$ cat src/pkg/mms_pkg.sv
// Purpose: constants for the monitor mode serial port.
// Assumes: 250 MHz aclk, AXI4-Lite register access.
// Notes: Functional notes follow.
package mms_pkg;
    localparam int BAUD_HZ = 28800;
    localparam int CLK_HZ = 250000000;
    localparam logic [15:0] BAUD_DIV_RST = 16'(CLK_HZ / BAUD_HZ);
    localparam logic [7:0] ADDR_CTRL = 8'h00;
    localparam logic [7:0] ADDR_STAT = 8'h04;
    localparam logic [7:0] ADDR_RXD = 8'h08;
    localparam logic [7:0] ADDR_TXD = 8'h0C;
    localparam logic [7:0] ADDR_KEYL = 8'h10;
    localparam logic [7:0] ADDR_KEYH = 8'h14;
    localparam logic [7:0] OP_READ = 8'h4A;
    localparam logic [7:0] OP_WRITE = 8'h49;
    localparam logic [7:0] OP_INDEXED_READ_CMD = 8'h1A;
    localparam logic [7:0] OP_INDEXED_WRITE_CMD = 8'h19; // Arbitrary code of our own choosing.
    localparam logic [7:0] OP_STACK_POINTER_READ_CMD = 8'h0C;
    localparam logic [7:0] OP_RUN = 8'h28;
    localparam logic [7:0] PAGE_USER = 8'hFF;
    localparam logic [7:0] PAGE_MON = 8'hFE;
    localparam logic [3:0] SEC_BYTES = 4'h8;
    localparam logic [3:0] CHAR_BITS = 4'hA;
    localparam logic [3:0] BRK_BITS = 4'hC;
    localparam logic [1:0] CATCH_CYC = 2'h2;
    localparam logic [1:0] RESP_OK = 2'h0;
    localparam logic [1:0] RESP_ERR = 2'h2;
    typedef enum logic [3:0] {
        PH_USER = 4'h1,
        PH_SEC  = 4'h2,
        PH_RDY  = 4'h4,
        PH_CMD  = 4'h8
    } mms_phase_t;
endpackage

$ cat src/verilog/mms_top.sv
// Purpose: monitor mode entry and single-wire host link.
// Assumes: one clock; pin inputs pass two flip-flops.
// Notes: software handles command bodies via RXD/TXD.
//
// Our own choices: register access over AXI4-Lite and the address map.
module mms_top (
    // Clock and reset.
    input  wire logic        aclk,
    input  wire logic        aresetn,
    // AXI4-Lite slave.
    input  wire logic [7:0]  s_awaddr,
    input  wire logic        s_awvalid,
    output logic             s_awready,
    input  wire logic [31:0] s_wdata,
    input  wire logic [3:0]  s_wstrb,
    input  wire logic        s_wvalid,
    output logic             s_wready,
    output logic [1:0]       s_bresp,
    output logic             s_bvalid,
    input  wire logic        s_bready,
    input  wire logic [7:0]  s_araddr,
    input  wire logic        s_arvalid,
    output logic             s_arready,
    output logic [31:0]      s_rdata,
    output logic [1:0]       s_rresp,
    output logic             s_rvalid,
    input  wire logic        s_rready,
    // Mode pins and high voltage detectors.
    input  wire logic        irq_hv_pin,
    input  wire logic        rst_hv_pin,
    input  wire logic        mode_select_pin_a,
    input  wire logic        mode_select_pin_b,
    input  wire logic        clock_divide_select_pin,
    // Serial line, wired-OR.
    input  wire logic        serial_line_pin_i,
    output logic             serial_line_pin_o,
    output logic             serial_line_pin_oe,
    // CPU side.
    input  wire logic        soft_interrupt_instr,
    input  wire logic [15:0] cpu_vec_addr,
    output logic [15:0]      vec_addr_mapped,
    input  wire logic        watchdog_disable_cfg,
    output logic             watchdog_enable,
    output logic             clock_halve,
    output logic             monitor_mode,
    output logic             flash_access_ok,
    output logic             interrupt_return_req
);
    // Whole state of the block.
    typedef struct packed {
        logic [1:0]  s_a, s_b, s_c, s_l, s_i, s_r; // Two-stage syncs, bit 0 first.
        logic [1:0]  catch_cnt;
        logic        caught;
        logic        mon;
        logic        halve;
        mms_pkg::mms_phase_t ph;
        logic [15:0] div;
        logic [63:0] key;
        logic [2:0]  sec_idx;
        logic        sec_bad;
        logic        sec_ok;
        logic        rx_busy;
        logic [15:0] rx_cnt;
        logic [3:0]  rx_bit;
        logic [8:0]  rx_sh;
        logic [7:0]  rx_data;
        logic        rx_valid;
        logic        brk_seen;
        logic        tx_busy;
        logic [15:0] tx_cnt;
        logic [3:0]  tx_n;
        logic [11:0] tx_sh;
        logic [1:0]  op_left;
        logic [7:0]  last_op;
        logic        run;
        logic        bvalid;
        logic [1:0]  bresp;
        logic        rvalid;
        logic [1:0]  rresp;
        logic [31:0] rdata;
    } mms_state_t;

    mms_state_t st_reg, st_next;

    // Operand bytes that follow each opcode; unknown bytes take none.
    function automatic logic [1:0] mms_operands(input logic [7:0] op);
        unique case (op)
            mms_pkg::OP_READ:   return 2'h2;
            mms_pkg::OP_WRITE:  return 2'h3;
            mms_pkg::OP_INDEXED_WRITE_CMD: return 2'h1;
            default:            return 2'h0;
        endcase
    endfunction

    // Synchronised pin levels, read only from the second stage.
    logic rx_line, hv_any;
    assign rx_line = st_reg.s_l[1];
    assign hv_any = st_reg.s_i[1] | st_reg.s_r[1];

    // Bus handshakes: write needs both channels; one of each kind in flight.
    logic wr_go, rd_go;
    assign wr_go = s_awvalid & s_wvalid & ~st_reg.bvalid;
    assign rd_go = s_arvalid & ~st_reg.rvalid;
    assign s_awready = wr_go;
    assign s_wready = wr_go;
    assign s_arready = rd_go;
    assign s_bvalid = st_reg.bvalid;
    assign s_bresp = st_reg.bresp;
    assign s_rvalid = st_reg.rvalid;
    assign s_rresp = st_reg.rresp;
    assign s_rdata = st_reg.rdata;

    // Pin and mode outputs.
    assign serial_line_pin_o = st_reg.tx_sh[0];
    assign serial_line_pin_oe = st_reg.tx_busy;
    assign monitor_mode = st_reg.mon;
    assign clock_halve = st_reg.halve;
    assign flash_access_ok = ~st_reg.mon | st_reg.sec_ok;
    assign interrupt_return_req = st_reg.run;
    // Vectors move to the alternate page only in monitor mode.
    assign vec_addr_mapped = (st_reg.mon && cpu_vec_addr[15:8] == mms_pkg::PAGE_USER && cpu_vec_addr[7:2] == 6'h3F)
        ? {mms_pkg::PAGE_MON, cpu_vec_addr[7:0]} : cpu_vec_addr;
    // Watchdog stays off while HV is present in monitor mode.
    assign watchdog_enable = ~watchdog_disable_cfg & ~(st_reg.mon & hv_any);

    // Next-state logic.
    always_comb begin
        logic rx_done, tx_load;
        logic [11:0] tx_val;
        logic [3:0] tx_len;
        st_next = st_reg;
        rx_done = 1'b0;
        tx_load = 1'b0;
        tx_val = 12'h000;
        tx_len = 4'h0;
        st_next.run = 1'b0;
        // Pin synchronisers; every other stage ignores bit 0.
        st_next.s_a = {st_reg.s_a[0], mode_select_pin_a};
        st_next.s_b = {st_reg.s_b[0], mode_select_pin_b};
        st_next.s_c = {st_reg.s_c[0], clock_divide_select_pin};
        st_next.s_l = {st_reg.s_l[0], serial_line_pin_i};
        st_next.s_i = {st_reg.s_i[0], irq_hv_pin};
        st_next.s_r = {st_reg.s_r[0], rst_hv_pin};
        // Mode is caught once the synchronisers hold settled pin levels.
        if (!st_reg.caught) begin
            if (st_reg.catch_cnt == mms_pkg::CATCH_CYC) begin
                st_next.caught = 1'b1;
                if (st_reg.s_i[1] && st_reg.s_a[1] && !st_reg.s_b[1] && rx_line) begin
                    st_next.mon = 1'b1;
                    st_next.halve = st_reg.s_c[1];
                    st_next.ph = mms_pkg::PH_SEC;
                end
            end else begin
                st_next.catch_cnt = st_reg.catch_cnt + 2'h1;
            end
        end
        // A soft interrupt also enters monitor mode, straight to commands.
        if (st_reg.caught && !st_reg.mon && soft_interrupt_instr) begin
            st_next.mon = 1'b1;
            st_next.ph = mms_pkg::PH_CMD;
        end
        // Receiver: samples mid-bit; start, eight data, stop.
        if (!st_reg.rx_busy) begin
            if (st_reg.mon && !st_reg.tx_busy && !rx_line) begin
                st_next.rx_busy = 1'b1;
                st_next.rx_cnt = {1'b0, st_reg.div[15:1]};
                st_next.rx_bit = 4'h0;
            end
        end else if (st_reg.rx_cnt != 16'h0000) begin
            st_next.rx_cnt = st_reg.rx_cnt - 16'h0001;
        end else begin
            st_next.rx_cnt = st_reg.div;
            st_next.rx_bit = st_reg.rx_bit + 4'h1;
            if (st_reg.rx_bit == 4'h0 && rx_line) begin
                st_next.rx_busy = 1'b0; // Glitch, not a start bit.
            end else if (st_reg.rx_bit != 4'h0) begin
                st_next.rx_sh = {rx_line, st_reg.rx_sh[8:1]};
            end
            if (st_reg.rx_bit == 4'h9) begin
                st_next.rx_busy = 1'b0;
                rx_done = 1'b1;
            end
        end
        // Byte handling by phase.
        if (rx_done) begin
            if (!rx_line && st_next.rx_sh[7:0] == 8'h00) begin
                st_next.brk_seen = 1'b1;
                tx_load = 1'b1;
                tx_val = 12'h003;
                tx_len = mms_pkg::BRK_BITS;
            end else if (rx_line) begin
                unique case (st_reg.ph)
                    mms_pkg::PH_SEC: begin
                        if (st_next.rx_sh[7:0] != st_reg.key[{st_reg.sec_idx, 3'h0} +: 8]) begin
                            st_next.sec_bad = 1'b1;
                        end
                        st_next.sec_idx = st_reg.sec_idx + 3'h1;
                        if (st_reg.sec_idx == 3'(mms_pkg::SEC_BYTES - 4'h1)) begin
                            st_next.ph = mms_pkg::PH_RDY;
                            st_next.sec_ok = ~st_next.sec_bad;
                        end
                    end
                    mms_pkg::PH_CMD: begin
                        tx_load = 1'b1;
                        tx_val = {2'h3, st_next.rx_sh[7:0], 1'b0, 1'b1};
                        tx_len = 4'hB;
                        st_next.rx_data = st_next.rx_sh[7:0];
                        st_next.rx_valid = 1'b1;
                        if (st_reg.op_left == 2'h0) begin
                            st_next.last_op = st_next.rx_sh[7:0];
                            st_next.op_left = mms_operands(st_next.rx_sh[7:0]);
                            st_next.run = (st_next.rx_sh[7:0] == mms_pkg::OP_RUN);
                        end else begin
                            st_next.op_left = st_reg.op_left - 2'h1;
                        end
                    end
                    default: begin
                    end
                endcase
            end
        end
        // Ready break after the security bytes.
        if (st_reg.ph == mms_pkg::PH_RDY && !st_reg.tx_busy && !st_reg.rx_busy) begin
            tx_load = 1'b1;
            tx_val = 12'h000;
            tx_len = mms_pkg::CHAR_BITS;
            st_next.ph = mms_pkg::PH_CMD;
        end
        // Transmitter shifts one bit per divider period.
        if (st_reg.tx_busy) begin
            if (st_reg.tx_cnt != 16'h0000) begin
                st_next.tx_cnt = st_reg.tx_cnt - 16'h0001;
            end else begin
                st_next.tx_cnt = st_reg.div;
                st_next.tx_sh = {1'b1, st_reg.tx_sh[11:1]};
                st_next.tx_n = st_reg.tx_n - 4'h1;
                if (st_reg.tx_n == 4'h1) begin
                    st_next.tx_busy = 1'b0;
                end
            end
        end
        // Register writes.
        st_next.bvalid = st_reg.bvalid & ~s_bready;
        if (wr_go) begin
            st_next.bvalid = 1'b1;
            st_next.bresp = mms_pkg::RESP_OK;
            unique case (s_awaddr)
                mms_pkg::ADDR_CTRL: if (s_wstrb[1:0] == 2'h3) st_next.div = s_wdata[15:0];
                mms_pkg::ADDR_KEYL: st_next.key[31:0] = s_wdata;
                mms_pkg::ADDR_KEYH: st_next.key[63:32] = s_wdata;
                mms_pkg::ADDR_TXD: begin
                    // Results only go out once the echo of the last byte is done.
                    if (st_reg.ph == mms_pkg::PH_CMD && !st_reg.tx_busy && !tx_load
                        && st_reg.op_left == 2'h0) begin
                        tx_load = 1'b1;
                        tx_val = {2'h3, s_wdata[7:0], 1'b0, 1'b1};
                        tx_len = 4'hB;
                    end else begin
                        st_next.bresp = mms_pkg::RESP_ERR;
                    end
                end
                default: st_next.bresp = mms_pkg::RESP_ERR;
            endcase
        end
        // Register reads; reading RXD clears its flag, a new byte wins.
        st_next.rvalid = st_reg.rvalid & ~s_rready;
        if (rd_go) begin
            st_next.rvalid = 1'b1;
            st_next.rresp = mms_pkg::RESP_OK;
            unique case (s_araddr)
                mms_pkg::ADDR_CTRL: st_next.rdata = {16'h0000, st_reg.div};
                mms_pkg::ADDR_STAT: st_next.rdata = {15'h0000, st_reg.last_op, st_reg.ph, st_reg.brk_seen,
                                                     st_reg.tx_busy, st_reg.rx_valid, st_reg.sec_ok, st_reg.mon};
                mms_pkg::ADDR_RXD: begin
                    st_next.rdata = {24'h000000, st_reg.rx_data};
                    if (!rx_done) st_next.rx_valid = 1'b0;
                end
                mms_pkg::ADDR_KEYL: st_next.rdata = st_reg.key[31:0];
                mms_pkg::ADDR_KEYH: st_next.rdata = st_reg.key[63:32];
                default: begin
                    st_next.rdata = 32'h00000000;
                    st_next.rresp = mms_pkg::RESP_ERR;
                end
            endcase
        end
        // Start a character: line driven for its whole length.
        if (tx_load) begin
            st_next.tx_busy = 1'b1;
            st_next.tx_sh = tx_val;
            st_next.tx_n = tx_len;
            st_next.tx_cnt = st_reg.div;
        end
    end

    // State register with synchronous reset.
    always_ff @(posedge aclk) begin
        if (!aresetn) begin
            st_reg <= '0;
            st_reg.ph <= mms_pkg::PH_USER;
            st_reg.div <= mms_pkg::BAUD_DIV_RST;
            st_reg.key <= 64'hFFFFFFFFFFFFFFFF;
            st_reg.tx_sh <= 12'hFFF;
        end else begin
            st_reg <= st_next;
        end
    end

    logic rx_done_chk;
    assign rx_done_chk = st_reg.ph == mms_pkg::PH_CMD && st_reg.rx_busy && st_reg.rx_cnt == 16'h0000
        && st_reg.rx_bit == 4'h9 && rx_line;
endmodule

$ cat config.mk
export PLATFORM = sky130hd
export DESIGN_NAME = mms_top
export DESIGN_NICKNAME = d
export VERILOG_FILES = /design/src/pkg/mms_pkg.sv /design/src/verilog/mms_top.sv
export SDC_FILE = /design/constraint.sdc
export NUM_CORES = 1
export LEC_CHECK = 0
export BUFFER_PORTS_ARGS = -buffer_cell sky130_fd_sc_hd__buf_2
export CAP_MARGIN = 25
export CELL_PAD_IN_SITES_DETAIL_PLACEMENT = 2
export CELL_PAD_IN_SITES_GLOBAL_PLACEMENT = 2
export CORE_MARGIN = 5
export CORE_UTILIZATION = 34
export DETAILED_ROUTE_END_ITERATION = 8
export PLACE_DENSITY = 0.85
export SYNTH_ARGS = -nofsm -noshare
export SYNTH_HDL_FRONTEND = slang
export SYNTH_SLANG_ARGS = --single-unit
$ cat constraint.sdc
create_clock -name aclk -period 3.7 [get_ports aclk]
set_input_delay 0.74 -clock aclk [delete_from_list [all_inputs] [get_ports aclk]]
set_output_delay 0.74 -clock aclk [all_outputs]
set_load 0.01 [all_outputs]
==> out/results.tsv <==
metric	value	unit
drt-vias-per-instance	5.81	
synth_warnings	0	
finalClockSkew	0.0156	ns
gp_congestion	0.883	
postLayoutCoreUtil	39.9	%
vdd_drop_max	0.000286	V
dp_cells	1840	
nFillCells	3683	
io_buffers	138	
finalCriticalPeriod	3.63	ns
root_buffer	clkbuf_16	
synth_edf_count	0	
fin_nets	1520	
yosys-top-cells-count	226 x dfxtp_1, 195 x nand2_1, 169 x nor2_1	
outcome	completed	
numCtsBuffers	26	
critPathMaxStageDelay	0.62	ns
reg2reg_slack	0.07	ns
areaGrowthSynthToFinish	16.3	%
holdBufCountCts	0	
grt_max_degree	60	
holdWs	0.411	ns
track_usage	26.2	%
cp_max_fo	9	
dpl_cell_area	12000	sq um
hold_viol_final	0	
drc	0	
chipWidth	191	um
antenna_found_initial	0	
cp-end-kind	flip-flop	
synth_area_leaders	dfxtp_1 41%, nand2_1 6.6%, nor2_1 5.7%	
numClockSinks	226	
die-area	36400	sq um
cp.required	4.18	ns
rows	66	
min_path_type	input port to flip-flop	
htree_levels	1	
cts_tree	built	
yosysSeqAreaShare	40.8	%
dp_hpwl	32.9	mm
ys_seq_elements	226	
crit_path_start_kind	flip-flop	
drt-total-wl	49.1	mm
leakage	0.00534	uW
clk_pin_slew	0.06	ns
core_area	32400	sq um
register_area	4520	sq um
die_y	191	um
stdcell_count	1886	
grt_first_pass_wirelength	74.7	mm
largest_register_ffs	178	
firstDrtPassIters	5	
path_class	flip-flop to flip-flop	
crit_slowest_cell	or4_1	
cp_top_family	simple AND/OR/NAND/NOR gates	
ys.flop_type	dfxtp_1	
setup-tns-final	0	ns
setup_violations	0	
grt-ovfl-total	0	
clock_latency	0.54	ns
synth_cell_type_count	69	
grt_pass1_vias	12200	
start_util	34.3	%
via_count	11000	
slew_headroom	38.5	%
drive_gt1_share	19.3	%
maxCapViolCount	0	
path_cells	inv_1 > ha_1 > or4b_1 > or4_1 > nor2_4 > mux2i_2 > xor2_1 > nor4_1 > a41o_1	
p_per_area	487	nW/um^2
finish.instance_area	12900	sq um
synth_top_area_share	40.8	%
period_share	98.1	%
synthCells	1352	
tightest_slew	0.920	ns
postCtsSetupBuffers	0	
diodes	0	
worst-path-buf-inv	1	
synthArstFlopShare	0	%
multi_input_area	5790	sq um
avgSynthCellArea	8.21	sq um
ctsLongestPathBuffers	3	
first_iter_violations	765	
final_max_slew_viol_count	0	
max_freq	275	MHz
synth.cell_area	11100	sq um
wl_per_cell	26.0	um
io_pins	147	
netlist.top_cell.by_area	dfxtp_1	
postRouteAntennaNets	0	
worstPathArrival	4.11	ns
synth_most_common_cell	dfxtp_1	
[report_power, final]
part           switching (uW)  leakage (uW)  internal (uW)
logic                     659       0.00308            390
clock network            1080      0.000428           1590
registers                71.4       0.00183           2500
total                    1810       0.00534           4480
[final cells by class]
class	count	share of cell area, %
timing repair buffer	188	8.28
inverter	27	0.795
multi-input combinational	957	44.9
clock buffer	40	6.08
clock inverter	6	0.621
tap	442	4.29
sequential	226	35.1
[routing by layer]
metal / vias up / GRT usage, % / routed length [um]
met5: - / 0 / 0
met4: 0 / 15.9 / 3450
met3: 187 / 3.84 / 2300
met2: 400 / 46.9 / 24700
met1: 5537 / 29.3 / 18600
li1: 4841 / - / -
[logic make-up after synthesis]
group | after synthesis | share of synthesized area, %
AO/OA/AOI/OAI | 249 | 14.7
multiplexers | 77 | 8.87
flip-flops | 226 | 40.8
buffers and inverters | 170 | 7.33
adder cells (fa/ha/maj) | 11 | 1.24
AND/OR/NAND/NOR | 588 | 24.7
XOR/XNOR | 30 | 2.37
other | 1 | 0.0338
[path summary, 6_finish.rpt]
check,depth (start not counted),from,endpoint
worst max register to register,9,st_reg[105]$_SDFFE_PN0P_,st_reg[122]$_SDFFE_PN0P_
worst min-delay path,2,rst_hv_pin,st_next[217]$_SDFF_PN0_
worst min register to register,1,st_next[217]$_SDFF_PN0_,st_reg[217]$_SDFF_PN0_
worst max-delay path,9,st_reg[105]$_SDFFE_PN0P_,st_reg[122]$_SDFFE_PN0P_
[timing repair]
action | in CTS | in global routing
setup endpoints to repair | 0 | 5
gates resized for setup | 0 | 3
endpoints found under the hold margin | 0 | 0
[through the flow]
step / power, uW / worst slack [ns]
after detailed placement: 3640 / 0.153
after global routing: 6530 / -0.0178
final: 6290 / 0.0699
after CTS: 6320 / 0.0691
after floorplan: 3340 / 0.587
after global placement: 3590 / 0.344
[layout by cell type, fill, tap and decap left out, types with 12 or more instances in the layout]
master,instances
nor4_1,12
a22oi_1,16
nand3_1,88
o21ai_0,49
a21oi_1,69
mux4_2,16
and2_1,19
xor2_1,17
nor2_1,169
nand2_1,195
a211oi_1,32
buf_2,137
nor2b_1,17
clkbuf_16,27
a221oi_1,13
nor3_1,18
dfxtp_1,226
buf_4,51
xnor2_1,13
mux2i_1,48
inv_1,26
Power figures use the tool's default switching activity.
